### config.mk
export PLATFORM = sky130hd
export DESIGN_NAME = ota_dual_bank_flash_update
export DESIGN_NICKNAME = d
export VERILOG_FILES = /design/src/hw/ota_pkg.sv /design/src/hw/ota_dual_bank_flash_update.sv
export SDC_FILE = /design/constraint.sdc
export NUM_CORES = 2
export LEC_CHECK = 0
export ABC_AREA = 1
export BUFFER_PORTS_ARGS = -buffer_cell sky130_fd_sc_hd__buf_4
export CAP_MARGIN = 10
export CORE_AREA = 5 5 622 624
export CTS_CLUSTER_DIAMETER = 30
export DETAILED_ROUTE_END_ITERATION = 6
export DIE_AREA = 0 0 627 629
export GPL_TIMING_DRIVEN = 0
export PLACE_DENSITY = 0.48
export REMOVE_ABC_BUFFERS = 1
export SLEW_MARGIN = 20
export SYNTH_ARGS = -nofsm -noshare
export SYNTH_HDL_FRONTEND = slang
export SYNTH_SLANG_ARGS = --single-unit
### constraint.sdc
create_clock -name mclk -period 2.3 [get_ports mclk]
set_input_delay 0.69 -clock mclk [delete_from_list [all_inputs] [get_ports mclk]]
set_output_delay 0.69 -clock mclk [all_outputs]
set_load 0.005 [all_outputs]
### src/hw/ota_pkg.sv
// shared constants and carrier types for the dual-bank update sequencer
package ota_pkg;
    localparam logic [10:0] ID_START       = 11'h100;
    localparam logic [10:0] ID_DOWNLOAD    = 11'h110;
    localparam logic [10:0] ID_DATA_REQ    = 11'h111;
    localparam logic [10:0] ID_WRITE_END   = 11'h121;
    localparam logic [7:0]  BYTE_START     = 8'h00;
    localparam logic [7:0]  BYTE_DATA_REQ  = 8'h11;
    localparam logic [7:0]  BYTE_WRITE_END = 8'h22;
    localparam int          NOM_RATE_BPS   = 1000000;
    localparam int          DATA_RATE_BPS  = 2000000;
    localparam int          FRAME_BYTES    = 64;
    localparam int          FRAMES_PER_BLK = 8;
    localparam int          BLOCK_BYTES    = FRAME_BYTES * FRAMES_PER_BLK;
    localparam int          TOTAL_BYTES    = 96 * 1024;
    localparam int          BLOCKS_TOTAL   = TOTAL_BYTES / BLOCK_BYTES;
    localparam logic [7:0]  LAST_BLOCK     = 8'(BLOCKS_TOTAL - 1);
    localparam logic [2:0]  LAST_FRAME     = 3'(FRAMES_PER_BLK - 1);
    localparam logic [7:0]  BLOCK_RST      = 8'h00;
    localparam logic [2:0]  FRAME_RST      = 3'h0;
    localparam logic [1:0]  MODE_PINS_UB   = 2'h0;
    localparam logic [1:0]  STMSEL_UB      = 2'h1;
    localparam logic [1:0]  MAP_DOUBLE     = 2'h0;
    localparam logic [1:0]  FCMD_NONE      = 2'h0;
    localparam logic [1:0]  FCMD_ERASE     = 2'h1;
    localparam logic [1:0]  FCMD_PROGRAM   = 2'h2;
    localparam logic [1:0]  FCMD_OPTION    = 2'h3;

    typedef enum logic [8:0] {
        ST_IDLE   = 9'h001,
        ST_AUTH   = 9'h002,
        ST_ERASE  = 9'h004,
        ST_REQ    = 9'h008,
        ST_RECV   = 9'h010,
        ST_PROG   = 9'h020,
        ST_OPTION = 9'h040,
        ST_END    = 9'h080,
        ST_FAIL   = 9'h100
    } seq_e;

    typedef struct packed {
        logic [10:0]  id;
        logic [511:0] data;
    } frame_s;

    typedef struct packed {
        logic         valid;
        logic [1:0]   cmd;
        logic         bank;
        logic [7:0]   block;
        logic [2:0]   frame;
        logic [511:0] data;
    } fcmd_s;

    typedef struct packed {
        logic valid;
        logic [10:0] id;
        logic [7:0]  byte0;
    } txf_s;
endpackage

### src/hw/ota_dual_bank_flash_update.sv
// dual-bank over-the-air update sequencer with download frame buffer
`timescale 1ns/100ps
// How it works
// - pins 000, option 01 select user boot
// - map option 00 selects double map
// - after reset boot bank then run app
// - erase and program only inactive bank
// - app runs; update waits start command
// - compare 256-bit stored ID with inputs
// - erase inactive area after good ID
// - request block, take eight 64-byte frames
// - program each 512-byte block
// - stop after 96K bytes written
// - write next boot bank to option
// - fixed frame IDs and command bytes
// - send write end when finished
// - link runs 1M nominal, 2M data
module ota_dual_bank_flash_update
    import ota_pkg::*;
(
    input  wire logic         mclk,
    input  wire logic         arst_n,
    input  wire logic         mode_pin_hi,
    input  wire logic         mode_pin_lo,
    input  wire logic         test_reset_pin,
    input  wire logic         start_mode_sel_hi,
    input  wire logic         start_mode_sel_lo,
    input  wire logic         map_sel_hi,
    input  wire logic         map_sel_lo,
    input  wire logic         boot_bank_opt,
    input  wire logic [255:0] stored_id,
    input  wire logic [255:0] auth_id_input,
    input  wire frame_s       rx_frame,
    input  wire logic         rx_valid,
    output logic              rx_ready,
    output txf_s              tx_frame,
    input  wire logic         tx_ready,
    output fcmd_s             flash_cmd,
    input  wire logic         flash_done,
    output logic              user_boot_mode,
    output logic              double_map,
    output logic              app_run,
    output logic              active_bank,
    output logic              busy,
    output logic              auth_fail,
    output logic              update_done
);
    typedef struct packed {
        seq_e         st;
        logic         booted;
        logic         ubm;
        logic         dmap;
        logic         bank;
        logic [7:0]   block;
        logic [2:0]   frame;
        logic [511:0] b0;
        logic [511:0] b1;
        logic [1:0]   cnt;
        logic         wp;
        logic         rp;
        logic         fail;
        logic         done;
        logic         busy;
        logic         wait_ack;
        txf_s         tx;
        fcmd_s        fc;
    } state_s;

    state_s s_q;
    state_s s_d;

    localparam state_s S_RST = '{st: ST_IDLE, block: BLOCK_RST, frame: FRAME_RST,
                                 tx: '0, fc: '0, default: '0};

    function automatic logic is_id(input logic [10:0] got, input logic [10:0] want);
        return got == want;
    endfunction

    // two-entry buffer: accept while not full, or always in idle; pop when sequencer consumes
    logic buf_empty;
    logic push;
    logic pop;
    logic [511:0] head;
    always_comb
    begin
        buf_empty = s_q.cnt == 2'h0;
        head      = s_q.rp ? s_q.b1 : s_q.b0;
        push      = rx_valid && rx_ready && is_id(rx_frame.id, ID_DOWNLOAD);
        pop       = (s_q.st == ST_RECV) && !buf_empty;
    end

    always_comb
    begin
        s_d = s_q;
        if (!s_q.booted)
        begin
            // strap pins sampled on first clock after reset release
            s_d.booted = 1'b1;
            s_d.ubm  = {mode_pin_hi, mode_pin_lo} == MODE_PINS_UB && !test_reset_pin &&
                       {start_mode_sel_hi, start_mode_sel_lo} == STMSEL_UB;
            s_d.dmap = {map_sel_hi, map_sel_lo} == MAP_DOUBLE;
            s_d.bank = boot_bank_opt;
        end
        if (push)
        begin
            if (s_q.wp)
                s_d.b1 = rx_frame.data;
            else
                s_d.b0 = rx_frame.data;
            s_d.wp = !s_q.wp;
        end
        if (s_q.tx.valid && tx_ready)
            s_d.tx.valid = 1'b0;
        if (s_q.fc.valid)
            s_d.fc.valid = 1'b0;
        // one flash operation in flight; a new issue below wins over done
        if (flash_done)
            s_d.wait_ack = 1'b0;
        case (s_q.st)
            ST_IDLE:
            begin
                // start frame is consumed here; download frames still go into the buffer, other ids are dropped
                if (s_q.booted && rx_valid && is_id(rx_frame.id, ID_START) &&
                    rx_frame.data[511:504] == BYTE_START)
                begin
                    s_d.st   = ST_AUTH;
                    s_d.fail = 1'b0;
                    s_d.done = 1'b0;
                end
            end
            ST_AUTH:
            begin
                if (stored_id == auth_id_input)
                begin
                    s_d.st = ST_ERASE;
                    s_d.fc = '{valid: 1'b1, cmd: FCMD_ERASE, bank: !s_q.bank,
                               block: BLOCK_RST, frame: FRAME_RST, data: '0};
                    s_d.wait_ack = 1'b1;
                end
                else
                    s_d.st = ST_FAIL;
            end
            ST_ERASE:
            begin
                if (flash_done)
                begin
                    s_d.st = ST_REQ;
                    s_d.block = BLOCK_RST;
                end
            end
            ST_REQ:
            begin
                if (!s_q.tx.valid)
                begin
                    s_d.tx = '{valid: 1'b1, id: ID_DATA_REQ, byte0: BYTE_DATA_REQ};
                    s_d.frame = FRAME_RST;
                    s_d.st = ST_RECV;
                end
            end
            ST_RECV:
            begin
                if (pop)
                begin
                    s_d.fc = '{valid: 1'b1, cmd: FCMD_PROGRAM, bank: !s_q.bank,
                               block: s_q.block, frame: s_q.frame, data: head};
                    s_d.rp = !s_q.rp;
                    s_d.wait_ack = 1'b1;
                    s_d.st = ST_PROG;
                end
            end
            ST_PROG:
            begin
                if (flash_done)
                begin
                    if (s_q.frame != LAST_FRAME)
                    begin
                        s_d.frame = s_q.frame + 3'h1;
                        s_d.st = ST_RECV;
                    end
                    else if (s_q.block == LAST_BLOCK)
                    begin
                        s_d.st = ST_OPTION;
                        s_d.fc = '{valid: 1'b1, cmd: FCMD_OPTION, bank: !s_q.bank,
                                   block: BLOCK_RST, frame: FRAME_RST, data: '0};
                        s_d.wait_ack = 1'b1;
                    end
                    else
                    begin
                        s_d.block = s_q.block + 8'h01;
                        s_d.st = ST_REQ;
                    end
                end
            end
            ST_OPTION:
            begin
                if (flash_done)
                    s_d.st = ST_END;
            end
            ST_END:
            begin
                if (!s_q.tx.valid)
                begin
                    s_d.tx = '{valid: 1'b1, id: ID_WRITE_END, byte0: BYTE_WRITE_END};
                    s_d.done = 1'b1;
                    s_d.st = ST_IDLE;
                end
            end
            ST_FAIL:
            begin
                s_d.fail = 1'b1;
                s_d.st = ST_IDLE;
            end
            default:
                s_d.st = ST_IDLE;
        endcase
        s_d.cnt = s_q.cnt + 2'(push) - 2'(pop);
        // busy is kept as a flop so the output needs no decode
        s_d.busy = s_d.st != ST_IDLE;
    end

    always_ff @(posedge mclk or negedge arst_n)
    begin
        if (!arst_n)
            s_q <= S_RST;
        else
            s_q <= s_d;
    end

    // ready is a flop so the output comes straight from state; idle always
    // takes frames, so the reset value matches the idle state
    // dropping ready after a push into one entry costs a bubble, never a word
    logic rdy_q;
    always_ff @(posedge mclk or negedge arst_n)
    begin
        if (!arst_n)
            rdy_q <= 1'b1;
        else
            rdy_q <= (s_d.st == ST_IDLE) ||
                     ((s_d.cnt != 2'h2) && !(s_d.cnt == 2'h1 && !pop && push));
    end

    always_comb
    begin
        rx_ready       = rdy_q;
        tx_frame       = s_q.tx;
        flash_cmd      = s_q.fc;
        user_boot_mode = s_q.ubm;
        double_map     = s_q.dmap;
        app_run        = s_q.booted;
        active_bank    = s_q.bank;
        busy           = s_q.busy;
        auth_fail      = s_q.fail;
        update_done    = s_q.done;
    end
endmodule // ota_dual_bank_flash_update

==> results.md <==
- Setup crit end kind: flip-flop
- Width of the die: 627 um
- Switching power of the nets: 21.69 mW
- Detail-routed net length per standard cell: 25.63 um
- Maximum fanout count along the critical path: 6
- Worst slew pin tran: 0.9817 ns
- Post-route setup slack: -0.2438 ns
- Area of the mapped netlist: 0.07441 mm^2
- I/O pin count: 1,603
- Max-slew violation count: 0
- Worst Reg2Reg Path Length in Cells: 14
- Post-synth EDFFs: 0
- Minimum clock period after layout: 2.544 ns
- Most common library cell in the layout ignoring fill and taps: nand2_1
- Total vias in the final route: 68,297
- Count of nets left with antenna violations after detail routing: 0
- Routability Congestion: 0.9990
- Instance count after placement with tap cells included: 14,297
- Placeable core area: 0.3809 mm^2
- Final routed DRC violation total: 0
- Violated checks: negative hold slack, negative setup slack
- CTS tree: yes
- Clock network power share: 0.669
- Worst clock skew on the final layout: 0.06269 ns
- Part of the total power dissipated in sequential elements: 0.286
- Global-route wire length before repair: 532.7 mm
- Achievable clock frequency: 393.1 MHz
- Worst hold-check path type: primary input to async pin
- Initial Utilization: 0.1954
- WS Path Type: flip-flop to flip-flop
- Post-route cell area: 0.1204 mm^2
- Worst-skew pair later-pin latency: 0.92 ns
- Share of the clock period used by the worst path: 1.106
- Predominant post-synthesis flop cell: dfrtp_1
- Initial DRC Count: 5,113
- Final nets: 11,660
- Reg-to-reg critical path startpoint: s_q[1579]
- Vias in the first global route: 66,142
- Clock tree root driver cell: clkbuf_16
- Share of cells above drive strength 1: 0.3500
- Number of buffers inserted by port buffering: 1,591
- Antenna violations before repair: 212
- P_leak: 58.10 nW
- Headroom to the max-slew limit: 0.3406
- Area post-placement: 0.08974 mm^2
- Clock tree buffer depth: 4
- Worst EP arrival: 3.30 ns
- Total grt overflow: 0
- Startpoint type of the worst setup path: flip-flop
- Power density cells: 817.6 mW/mm^2
- Post-Route WL: 413.3 mm
- Deepest level of the CTS H-tree: 5
- Total Die Area: 0.3944 mm^2
- Global-route total usage across every layer: 0.1894
- Post-synthesis sequential area ratio: 0.5337
- IR drop worst, VDD: 0.8957 mV
- Internal cell power: 76.76 mW
- Number of synthesis warnings: 0
- HPWL after detailed placement: 275.4 mm
- CP startpoint: s_q[1579]
- Setup repair after global routing missed its margin: yes
- Final hold violation count: 95
- Setup slack of the worst register-to-register path: -0.24 ns
- Number of clock sinks: 1,587
- Layout overhead on the synthesized area: 61.82%
- End of the worst register-to-register path: flash_cmd[282]
- Number of instances in the synthesized netlist: 8,575
- Most frequent cells in the layout: 1,950 x nand2_1, 1,738 x buf_4, 1,580 x dfrtp_1, 794 x inv_1, 585 x o21ai_0
- Number of buffers created by CTS: 456
- Setup TNS Final: -91.57 ns
- Post-synthesis register bit count: 1,587
- Syn avg cell area: 8.677 um^2
- Mean number of vias per cell: 4.235
- Status: complete, but fails checks
- Switching Fraction: 0.2203
- Async SR Flop Fraction: 1.000
- Final setup violation count: 799
- Chip Height: 629 um
- Tightest hold margin: -0.07418 ns
- Final standard cell count with taps included and fillers excluded: 16,128
- Floorplan row count: 227
- Endpoint required time on the critical path: 3.06 ns
- Detailed-router iteration count before antenna repair: 6
- Largest net degree at the start of global routing: 134
- Combinational share of power: 0.045
- Count of distinct cell types in the synthesized netlist: 43
- Max-cap violations: 0
- Clock Pin Slew Worst Setup and Hold Paths: 0.05 ns
[metal layers]
metal	vias to the layer above	track usage	wire [um]
met5	-	0	295
met4	48	0.08429	19170
met3	818	0.05579	32040
met2	2500	0.3136	197800
met1	33438	0.2266	164000
li1	31493	-	-
[sequential cells by signal, summed over array words and instances, names as in the netlist]
signal and cells:
flash_cmd 527, active_bank 1, busy 1, s_q 1048
double_map 1, auth_fail 1, tx_frame 4, user_boot_mode 1
app_run 1, update_done 1, rx_ready 1
[logic make-up (layout without fill, tap and decap cells)]
kind of cell,Yosys count,after routing,synth area share
XOR/XNOR,111,111,0.01307
flip-flops,1587,1587,0.5337
AND/OR/NAND/NOR,3448,3451,0.2013
other,2,117,0.0001009
buffers and inverters,1862,4259,0.1286
AO/OA/AOI/OAI,1560,1560,0.1223
adder cells (fa/ha/maj),5,5,0.0008408
[cell usage after synthesis (2+ instances only)]
cell type | count | share of area
dfrtp_1 | 1585 | 0.53
dfstp_2 | 2 | 0.00071
o21ai_0 | 602 | 0.040
o21ai_1 | 438 | 0.029
nor4_1 | 3 | 0.00025
inv_2 | 2 | 0.00010
buf_6 | 47 | 0.0071
inv_1 | 798 | 0.040
nor3_1 | 5 | 0.00034
clkbuf_1 | 293 | 0.015
nand4_1 | 7 | 0.00059
xnor2_1 | 3 | 0.00035
buf_4 | 547 | 0.055
conb_1 | 2 | 0.00010
or2_2 | 503 | 0.042
nand2_2 | 2 | 0.00017
nand2_1 | 2053 | 0.10
nand3_1 | 551 | 0.037
a21oi_1 | 7 | 0.00047
or2_1 | 2 | 0.00017
xor2_1 | 108 | 0.013
nor2_1 | 313 | 0.016
buf_2 | 141 | 0.0095
ha_1 | 5 | 0.00084
o211ai_1 | 505 | 0.051
buf_1 | 33 | 0.0017
nor2_2 | 2 | 0.00017
[worst max-delay path, cell delays in order (launching register included)]
cell and delay [ns]:
dfrtp_1 0.39, ha_1 0.22, ha_4 0.17, inv_1 0.07
nor4_4 0.34, nor2_4 0.07, buf_6 0.14, buf_16 0.12
buf_16 0.14, buf_16 0.14, buf_16 0.13, buf_16 0.15
clkbuf_16 0.17, nand3_2 0.07, nand2_1 0.06
[how the worst max path moves through the flow]
stage                      to  cells after the start
2_1_floorplan        rx_ready                     10
6_report       flash_cmd[282]                     14
3_3_place_gp    flash_cmd[69]                      4
5_1_grt              rx_ready                     12
3_5_place_dp   flash_cmd[369]                     15
4_1_cts         flash_cmd[47]                     16
[layout make-up]
cell class	instances	area, um^2
clock buffer	643	13390
tap	5038	6304
clock inverter	193	2879
multi-input combinational	5139	27400
inverter	801	3023
timing repair buffer	2622	27430
antenna	105	262.8
sequential	1587	39720
fill	39786	260500
[per-stage QoR]
stage / power, mW / setup WS, ns / util
global placement: 31.98 / -55.60 / 0.2261
detailed placement: 32.02 / -2.840 / 0.2356
global route: 101.7 / -0.3714 / 0.3159
finish: 98.45 / -0.2438 / 0.3161
floorplan: 29.34 / -17.64 / -
CTS: 99.55 / -0.4627 / 0.3016
[what timing repair did]
item | 4_1_cts | 5_1_grt
endpoints found under the hold margin | 1018 | 100
pin swaps | 26 | 66
setup endpoints to repair | 1617 | 1562
setup buffers | 98 | 132
hold buffers | 494 | 10
cloned | 76 | 101
gates resized for setup | 219 | 502
[power by group through the flow]
stage                     sequential (mW)  clock (mW)  combinational, mW
final                                28.2        65.9               4.43
after detailed placement             28.6           0               3.46
after global placement               28.6           0               3.39
after CTS                            28.2        67.0               4.38
after global routing                 28.1        68.7               4.85
after floorplan                      28.6           0              0.790
Note: power is estimated with default switching activity, not from simulation.
